$ cat src/hw/fdps_consts.vh
// Constants for the fieldbus DP slave status and cyclic image block.
// Assumes a 50 MHz system clock; included by bare name.
`ifndef FDPS_CONSTS_VH
`define FDPS_CONSTS_VH
`define FDPS_CLK_HZ         50000000
`define FDPS_RATE_COUNT     10
`define FDPS_RATE_W         4
`define FDPS_RATE_NONE      4'h0
`define FDPS_FLASH_MS       200
`define FDPS_FLASH_CYC      24'h98_9680  // 200 ms at 50 MHz, sized for the divider
`define FDPS_CNT_W          24
`define FDPS_TICK_W         16
`define FDPS_LOCK_EDGES     4'h8
`define FDPS_IDLE_BITS      16'h00C8
`define FDPS_DW_W           32
`define FDPS_WORD_W         16
`endif

$ cat src/hw/fdps_status_io.v
// Fieldbus DP slave: bit-rate detection, cyclic image and indicators.
// Assumes line_rx synchronous to clk; status inputs are levels.
`timescale 1ns/1ps
`include "fdps_consts.vh"
module fdps_status_io (
    input  wire        clk,
    input  wire        reset,
    input  wire        line_rx,
    input  wire        online,
    input  wire        data_exchange,
    input  wire        cfg_mismatch,
    input  wire        module_init_done,
    input  wire        diag_present,
    input  wire        exception_error,
    input  wire        weight_float_sel,
    input  wire [31:0] weight_int,
    input  wire [31:0] weight_float,
    input  wire [31:0] status_dword,
    input  wire        image_strobe,
    input  wire [31:0] plc_out_dw0,
    input  wire [31:0] plc_out_dw1,
    input  wire        plc_out_strobe,
    output reg  [3:0]  rate_code_q,
    output reg         rate_locked_q,
    output reg  [15:0] in_word0_q,
    output reg  [15:0] in_word1_q,
    output reg  [15:0] in_word2_q,
    output reg  [15:0] in_word3_q,
    output reg  [31:0] dev_in_dw0_q,
    output reg  [31:0] dev_in_dw1_q,
    output reg         dev_in_valid_q,
    output reg         op_mode_indicator,
    output reg         op_error_indicator,
    output reg         module_status_indicator,
    output reg         module_error_indicator
);
    ////////////////////////////////////////////////////////////////////////
    // Nominal bit times in clock cycles for the ten bus rates
    function [15:0] fdps_bit_cyc;
        input [3:0] idx;
        begin
            case (idx)
                4'h1: fdps_bit_cyc = 16'h1458;  // 9.6 kbps
                4'h2: fdps_bit_cyc = 16'h0A2C;  // 19.2 kbps
                4'h3: fdps_bit_cyc = 16'h044C;  // 45.45 kbps
                4'h4: fdps_bit_cyc = 16'h0215;  // 93.75 kbps
                4'h5: fdps_bit_cyc = 16'h010B;  // 187.5 kbps
                4'h6: fdps_bit_cyc = 16'h0064;  // 500 kbps
                4'h7: fdps_bit_cyc = 16'h0021;  // 1.5 Mbps
                4'h8: fdps_bit_cyc = 16'h0011;  // 3 Mbps
                4'h9: fdps_bit_cyc = 16'h0008;  // 6 Mbps
                4'hA: fdps_bit_cyc = 16'h0004;  // 12 Mbps
                default: fdps_bit_cyc = 16'hFFFF;
            endcase
        end
    endfunction

    // Classify a measured edge gap as the rate within a quarter of its bit time (lowest gap wins)
    function [3:0] fdps_classify;
        input [15:0] gap;
        reg   [3:0]  k;
        reg   [3:0]  best;
        begin
            best = `FDPS_RATE_NONE;
            for (k = 4'hA; k != 4'h0; k = k - 4'h1) begin
                if (best == `FDPS_RATE_NONE &&
                    gap < fdps_bit_cyc(k) + (fdps_bit_cyc(k) >> 2) &&
                    gap > fdps_bit_cyc(k) - (fdps_bit_cyc(k) >> 2))
                    best = k;
            end
            fdps_classify = best;
        end
    endfunction

    ////////////////////////////////////////////////////////////////////////
    // Rate hunt: shortest single-bit gap seen, confirmed over several edges
    // The gap counter saturates, so a long idle line never wraps into a
    // short gap and fakes a fast rate. The first edge after reset or after
    // an unlock carries a saturated gap and only counts towards the edges.
    // Silence is measured in whole bit times by a separate counter, since
    // the gap counter passes the nominal bit time only once per idle spell.
    reg        line_q;
    reg [15:0] gap_q;
    reg [15:0] min_gap_q;
    reg [3:0]  edges_q;
    reg [15:0] idle_q;
    reg [15:0] bit_q;
    wire       edge_seen = line_rx ^ line_q;
    wire [3:0] cand      = fdps_classify(min_gap_q);
    wire [15:0] bit_last = fdps_bit_cyc(rate_code_q) - 16'h0001;

    always @(posedge clk) begin
        if (reset) begin
            line_q        <= 1'b1;
            gap_q         <= 16'hFFFF;                                 // Time since edge unknown
            bit_q         <= 16'h0000;
            min_gap_q     <= 16'hFFFF;
            edges_q       <= 4'h0;
            idle_q        <= 16'h0000;
            rate_code_q   <= `FDPS_RATE_NONE;
            rate_locked_q <= 1'b0;
        end else begin
            line_q <= line_rx;
            // Count from one so the gap equals the edge spacing in cycles
            if (edge_seen) begin
                gap_q  <= 16'h0001;
                idle_q <= 16'h0000;
                bit_q  <= 16'h0000;
                if (gap_q < min_gap_q)
                    min_gap_q <= gap_q;
                if (edges_q != `FDPS_LOCK_EDGES)
                    edges_q <= edges_q + 4'h1;
            end else if (gap_q != 16'hFFFF) begin
                gap_q <= gap_q + 16'h0001;
            end
            // Lock once enough edges have set the minimum gap
            if (!rate_locked_q && edges_q == `FDPS_LOCK_EDGES && cand != `FDPS_RATE_NONE) begin
                rate_code_q   <= cand;
                rate_locked_q <= 1'b1;
            end
            // Long silence at the locked rate restarts the hunt; no manual rate
            if (rate_locked_q && !edge_seen) begin
                if (idle_q == `FDPS_IDLE_BITS) begin
                    idle_q        <= 16'h0000;
                    rate_locked_q <= 1'b0;
                    rate_code_q   <= `FDPS_RATE_NONE;
                    min_gap_q     <= 16'hFFFF;
                    edges_q       <= 4'h0;
                    gap_q         <= 16'hFFFF;
                    bit_q         <= 16'h0000;
                end else if (bit_q == bit_last) begin
                    // One whole bit time of silence at the locked rate
                    bit_q  <= 16'h0000;
                    idle_q <= idle_q + 16'h0001;
                end else begin
                    bit_q <= bit_q + 16'h0001;
                end
            end
        end
    end

    ////////////////////////////////////////////////////////////////////////
    // Cyclic input image: weight then status, high word first
    wire [31:0] weight_sel = weight_float_sel ? weight_float : weight_int;

    always @(posedge clk) begin
        if (reset) begin
            in_word0_q <= 16'h0000;
            in_word1_q <= 16'h0000;
            in_word2_q <= 16'h0000;
            in_word3_q <= 16'h0000;
        end else if (image_strobe) begin
            in_word0_q <= weight_sel[31:16];
            in_word1_q <= weight_sel[15:0];
            in_word2_q <= status_dword[31:16];
            in_word3_q <= status_dword[15:0];
        end
    end

    // Cyclic output image from the master, taken as a whole pair
    always @(posedge clk) begin
        if (reset) begin
            dev_in_dw0_q   <= 32'h0000_0000;
            dev_in_dw1_q   <= 32'h0000_0000;
            dev_in_valid_q <= 1'b0;
        end else begin
            dev_in_valid_q <= plc_out_strobe;
            if (plc_out_strobe) begin
                dev_in_dw0_q <= plc_out_dw0;
                dev_in_dw1_q <= plc_out_dw1;
            end
        end
    end

    ////////////////////////////////////////////////////////////////////////
    // Indicator cadence; double flash is four phases on/off then a gap
    wire       ph;
    wire       ph_pulse;
    reg  [2:0] seq_q;

    fdps_flasher #(
        .PERIOD (`FDPS_FLASH_CYC)
    ) u_flash (
        .clk     (clk),
        .reset   (reset),
        .phase_q (ph),
        .pulse_q (ph_pulse)
    );

    always @(posedge clk) begin
        if (reset)
            seq_q <= 3'h0;
        else if (ph_pulse)
            seq_q <= seq_q + 3'h1;
    end

    // Slots only advance on the flasher pulse, so all flashing indicators share one cadence
    // Two lit slots out of eight give the double flash pattern
    wire dbl_flash = (seq_q == 3'h0) || (seq_q == 3'h2);

    always @(posedge clk) begin
        if (reset) begin
            op_mode_indicator       <= 1'b0;
            op_error_indicator      <= 1'b0;
            module_status_indicator <= 1'b0;
            module_error_indicator  <= 1'b0;
        end else begin
            op_mode_indicator       <= online & (data_exchange | ph);
            op_error_indicator      <= cfg_mismatch & dbl_flash;
            module_status_indicator <= module_init_done & (~diag_present | ph);
            module_error_indicator  <= exception_error;
        end
    end
endmodule

$ cat src/hw/fdps_flasher.v
// Flash cadence generator for the status indicators.
// Assumes synchronous reset; one phase toggle per period.
`timescale 1ns/1ps
`include "fdps_consts.vh"
module fdps_flasher #(
    parameter [23:0] PERIOD = `FDPS_FLASH_CYC
) (
    input  wire        clk,
    input  wire        reset,
    output reg         phase_q,
    output reg         pulse_q
);
    reg [`FDPS_CNT_W-1:0] cnt_q;

    // Free running divider; a long period keeps flash distinct from steady
    always @(posedge clk) begin
        if (reset) begin
            cnt_q   <= 24'h00_0000;
            phase_q <= 1'b0;
            pulse_q <= 1'b0;
        end else if (cnt_q == PERIOD - 24'h00_0001) begin
            cnt_q   <= 24'h00_0000;
            phase_q <= ~phase_q;
            pulse_q <= 1'b1;
        end else begin
            cnt_q   <= cnt_q + 24'h00_0001;
            pulse_q <= 1'b0;
        end
    end
endmodule

$ cat config.mk
export PLATFORM = sky130hd
export DESIGN_NAME = fdps_status_io
export DESIGN_NICKNAME = d
export VERILOG_FILES = /design/src/hw/fdps_status_io.v /design/src/hw/fdps_flasher.v
export VERILOG_INCLUDE_DIRS = /design/src /design/src/hw
export SDC_FILE = /design/constraint.sdc
export NUM_CORES = 1
export LEC_CHECK = 0
export BUFFER_PORTS_ARGS = -buffer_cell sky130_fd_sc_hd__buf_2
export CAP_MARGIN = 20
export CORE_UTILIZATION = 57
export DETAILED_ROUTE_END_ITERATION = 8
export PLACE_DENSITY = 0.86
export SLEW_MARGIN = 25
export SYNTH_ARGS = -nofsm -noshare
export SYNTH_HDL_FRONTEND = slang
export SYNTH_SLANG_ARGS = --single-unit
$ cat constraint.sdc
create_clock -name clk -period 7.01 [get_ports clk]
set_clock_uncertainty 0.05 [all_clocks]
set_input_delay 2.103 -clock clk [delete_from_list [all_inputs] [get_ports clk]]
set_output_delay 2.103 -clock clk [all_outputs]
set_load 0.05 [all_outputs]
After elaboration in Yosys (flattened, before gate mapping)

Memories as Yosys holds them, arrays and structs flattened. A register that Yosys moved wholly into a read port is not among the register bits.
Cells that the tools add are included.

Multiplexer cells: 39
Equality and inequality tests: 7
Bitwise operators: 8
Magnitude comparators: 21
Reduce and logical (&&, ||, !) cells: 38
$add $sub $neg: 7

Operators with widths:

| cell                    | number |
|---|---|
| $mux W16                | 16 |
| $mux W4                 | 18 |
| $add A16 B1 Y16 const B | 3 |
| $logic_not A4 Y1        | 9 |
| $mux W32                | 1 |
| $add A24 B1 Y24 const B | 1 |
| $eq A24 B24 Y1 const B  | 1 |
| $logic_and A1 B1 Y1     | 22 |
| $eq A16 B16 Y1          | 1 |
| $eq A16 B8 Y1 const B   | 1 |
| $gt A16 B10 Y1 const B  | 1 |
| $gt A16 B11 Y1 const B  | 1 |
| $gt A16 B12 Y1 const B  | 1 |
| $gt A16 B2 Y1 const B   | 1 |
| $gt A16 B3 Y1 const B   | 1 |
| $gt A16 B4 Y1 const B   | 1 |
| $gt A16 B5 Y1 const B   | 1 |
| $gt A16 B7 Y1 const B   | 1 |
| $gt A16 B8 Y1 const B   | 1 |
| $gt A16 B9 Y1 const B   | 1 |
| $lt A16 B10 Y1 const B  | 1 |
| $lt A16 B11 Y1 const B  | 1 |
| $lt A16 B12 Y1 const B  | 1 |
| $lt A16 B13 Y1 const B  | 1 |
| other kinds (25)        | 33 |

Register bits after elaboration: 236
Input port bits: 172
Output and inout port bits: 138
Logic and storage cells: 144
ROM bits: 256
Memories: 1

Memory list:

| name            | words | width | rd ports | clocked after Yosys merged registers in | write ports | line                | RTL |
|---|---|---|---|---|---|---|---|
| (no name shown) | 16    | 16    | 1        | 1                                       | 0           | fdps_status_io.v:42 | `case (idx)` |

Longest topological paths before layout

Depth in word-level cells: 45
Depth in mapped cells: 14

Hierarchy

A second synthesis with hierarchy kept.

Cells, all modules: 1,300
Area, all modules: 11,587.4 um2

Modules (own cells, without submodules):

| module         | cells each | seq. area each (um2) | times used | area an instance (um2) |
|---|---|---|---|---|
| fdps_status_io | 1,167      | 4,444.3              | 1          | 10,412.5 |
| fdps_flasher   | 133        | 520.5                | 1          | 1,174.9 |

Least setup slack after synthesis

OpenSTA, ideal clock, no wires.

Path kind: in2reg
Start: input line_rx
End: register with a tool-made name
Required time: 6.839 ns
Arrival time: 3.915 ns
Setup slack: 2.925 ns
Stages on the path: 9
Path buffers: 1
Cell sequence: xnor2_1 > and3_1 > or2_2 > clkbuf_1 > a21oi_1 > o21bai_1 > nand2_4 > mux2_4 > a2bb2oi_1

RTL lines:

| what        | line               | RTL |
|---|---|---|
| from (decl) | fdps_status_io.v:8 | `input wire line_rx,` |

==> flow_summary.toml <==
[synth]
postSynth.topFlopCell = "sky130_fd_sc_hd__dfxtp_1"
synth_cell_type_count = 78
synth_seq_area_share = 0.433
ys_ff_latch = 248
syn-cell-area_um2 = 11500
average_cell_area_after_synthesis_um2 = 8.98
yosysWarningCount = 0
asyncSetResetFlopFracSynth = 0
syn-num-nets = 1479
postSynthCellCount = 1277
synth_edf_count = 0

[die]
dieArea_um2 = 20700
die-height_um = 144
top_level_ports = 310
core_area_um2 = 19600
initial_cell_density_of_the_core = 0.585
standard_cell_rows = 51
die_w_um = 144

[clock_network]
cts_htree_levels = 1
tritoncts_clock_tree = "built"
hold_buffers = 0
clock-root-buffer = "sky130_fd_sc_hd__clkbuf_16"
postCtsResizedCells = 0
numCtsBuffers = 26
cts_num_sinks = 248
cts.path.max_buffers = 3
post_cts_buffers = 0
cts.reportedPaths.clkPinSlew_ns = 0.06
worst_skew_pair.late_latency_ns = 0.52

[layout]
final_cell_mix = "sky130_fd_sc_hd__buf_2, sky130_fd_sc_hd__dfxtp_1, sky130_fd_sc_hd__nor2_1"
flow.area_growth_from_synthesis_pct = 21.8
design_area_um2 = 14000
post_layout_nonfiller_instances = 1830
design.final.nets = 1747
num-fill-cells = 1493
layout_commonest_cell = "sky130_fd_sc_hd__buf_2"
post_route_cells_drive_above_1_share = 0.247

[route]
detailed_route_wire_length_mm = 30.9
first_pass_iters = 7
routed-wl-met3_mm = 2.13
vias_post_dr = 10400
avgRoutedWirePerCell_um = 16.9
post-route-drc-count = 0
final_antenna_net_count = 0
ratio_of_routed_vias_to_standard_cells = 5.69
met2_wirelength_mm = 14.8
maxUsedRoutingLayer = "met5"
drt-met1-wl_mm = 12.4
drtIter0Drc = 599

[timing]
hold_viol_final = 0
max_freq_ghz = 0.205
fin_tns_setup_ns = 0
setup_viol = 0
grt_setup_unrepaired = "false"
measured_slew_at_the_worst_slew_check_pin_ns = 1.09
relSlewSlack = 0.271
final-max-slew-violation-count = 0
post-route-min-period_ns = 4.88
min_period_over_period = 0.696
worst_slack_ns = 2.13

[power_and_ir_drop]
totalPowerFinal_mw = 3.73
power_per_cell_area_nw_per_um2 = 267
peakVddDrop_v = 0.000217
leakagePower_nw = 6.58

[grt]
grt_max_degree = 96
global_route_congestion_overflow_total = 0
initial_antenna_violation_count = 7
vias_in_the_first_global_route = 9455
grt_use_total = 0.285
grt_pass1_wl_mm = 47.1

[flow_run]
max_cap_viol_count = 0

[placement]
post-place-ws_ns = 1.66
dpl.hpwl_mm = 22.1
routability_cong = 0.900
io_buffers = 309
post_dp_cell_area_um2 = 13100
numPlacedInstances = 1782

[setup_path]
required_time_worst_endpoint_ns = 7.36
worst_setup_path_end_kind = "flop"
critical_path_peak_fanout = 27
r2r_setup_slack_ns = 3.23
timing_worst_setup_path_type = "in2reg"
critical_path_arrival_ns = 5.23
worstSetupStartpointType = "input port"

[hold_path]
worstHoldPathType = "reg2reg"

[status]
status = "finished, final reports clean"
## state kept, by name, indices dropped and copies added (netlist names), 3 cells and up, named ones only
register and cells:
rate_code_q 4, gap_q 16, dev_in_dw1_q 32, bit_q 16
dev_in_dw0_q 32, min_gap_q 16, idle_q 16, u_flash.cnt_q 24
seq_q 3, in_word3_q 16, in_word0_q 16, in_word1_q 16
edges_q 4, in_word2_q 16
## synthesized netlist by cell type (29+ instances only)
master / instances / share of area
sky130_fd_sc_hd__nand3_1: 40 / 0.017
sky130_fd_sc_hd__and3_1: 29 / 0.016
sky130_fd_sc_hd__clkbuf_1: 48 / 0.016
sky130_fd_sc_hd__inv_1: 33 / 0.011
sky130_fd_sc_hd__nand2_1: 49 / 0.016
sky130_fd_sc_hd__nor2_1: 210 / 0.069
sky130_fd_sc_hd__a21oi_1: 59 / 0.026
sky130_fd_sc_hd__xor2_1: 31 / 0.024
sky130_fd_sc_hd__dfxtp_1: 248 / 0.43
sky130_fd_sc_hd__ha_1: 30 / 0.033
sky130_fd_sc_hd__o21ai_0: 61 / 0.027
sky130_fd_sc_hd__a211oi_1: 39 / 0.026
sky130_fd_sc_hd__mux2i_1: 134 / 0.12
## stage by stage
stage                util  hold slack (ns)
floorplan               -            0.361
global placement    0.668            0.390
detailed placement  0.668            0.399
CTS                 0.713            0.411
global route        0.713            0.427
finish              0.713            0.399
## worst max-delay path, cell delays in order
cell and delay, ns:
sky130_fd_sc_hd__buf_2 0.13, sky130_fd_sc_hd__xnor2_1 0.58, sky130_fd_sc_hd__and3_1 0.32, sky130_fd_sc_hd__or2_2 0.49, sky130_fd_sc_hd__a211oi_1 0.08, sky130_fd_sc_hd__a31oi_1 0.82
sky130_fd_sc_hd__nand3_1 0.29, sky130_fd_sc_hd__nor2_2 0.32, sky130_fd_sc_hd__nor2_1 0.09
## final timing paths
| kind | from | to | cells past startpoint |
|---|---|---|---|
| setup / recovery | line_rx | flop | 9 |
| hold reg to reg | seq_q[2] | op_error_indicator | 1 |
| hold / removal | seq_q[2] | op_error_indicator | 1 |
| setup reg to reg | idle_q[0] | flop | 11 |
## power by group
group / switching, mW / internal, mW
Sequential: 0.128 / 1.51
Clock: 0.553 / 0.836
Combinational: 0.460 / 0.249
## cell type report
| class | instances | area [µm²] | share of cell area |
|---|---|---|---|
| multi-input combinational | 918 | 6060 | 0.434 |
| sequential | 248 | 4960 | 0.355 |
| timing repair buffer | 313 | 1590 | 0.114 |
| clock buffer | 36 | 769 | 0.0551 |
| tap | 265 | 332 | 0.0237 |
| inverter | 38 | 143 | 0.0102 |
| clock inverter | 10 | 105 | 0.00752 |
| antenna | 2 | 5.00 | 0.000358 |
## per-layer routing
metal  GRT usage  vias to the layer above
li1            -                     5070
met1       0.334                     4850
met3      0.0690                       94
met4       0.139                       10
met5           0                        -
met2       0.486                      384
## cells by family after synthesis
family | count (synthesis) | synth area share
buffers and inverters | 111 | 0.0384
adders and majority gates | 30 | 0.0327
and+or+nand+nor | 447 | 0.191
DFF | 248 | 0.433
AOI/OAI and AO/OA | 246 | 0.140
muxes | 136 | 0.119
xor gates and xnor gates | 59 | 0.0451
(Power assumes the default switching activity.)
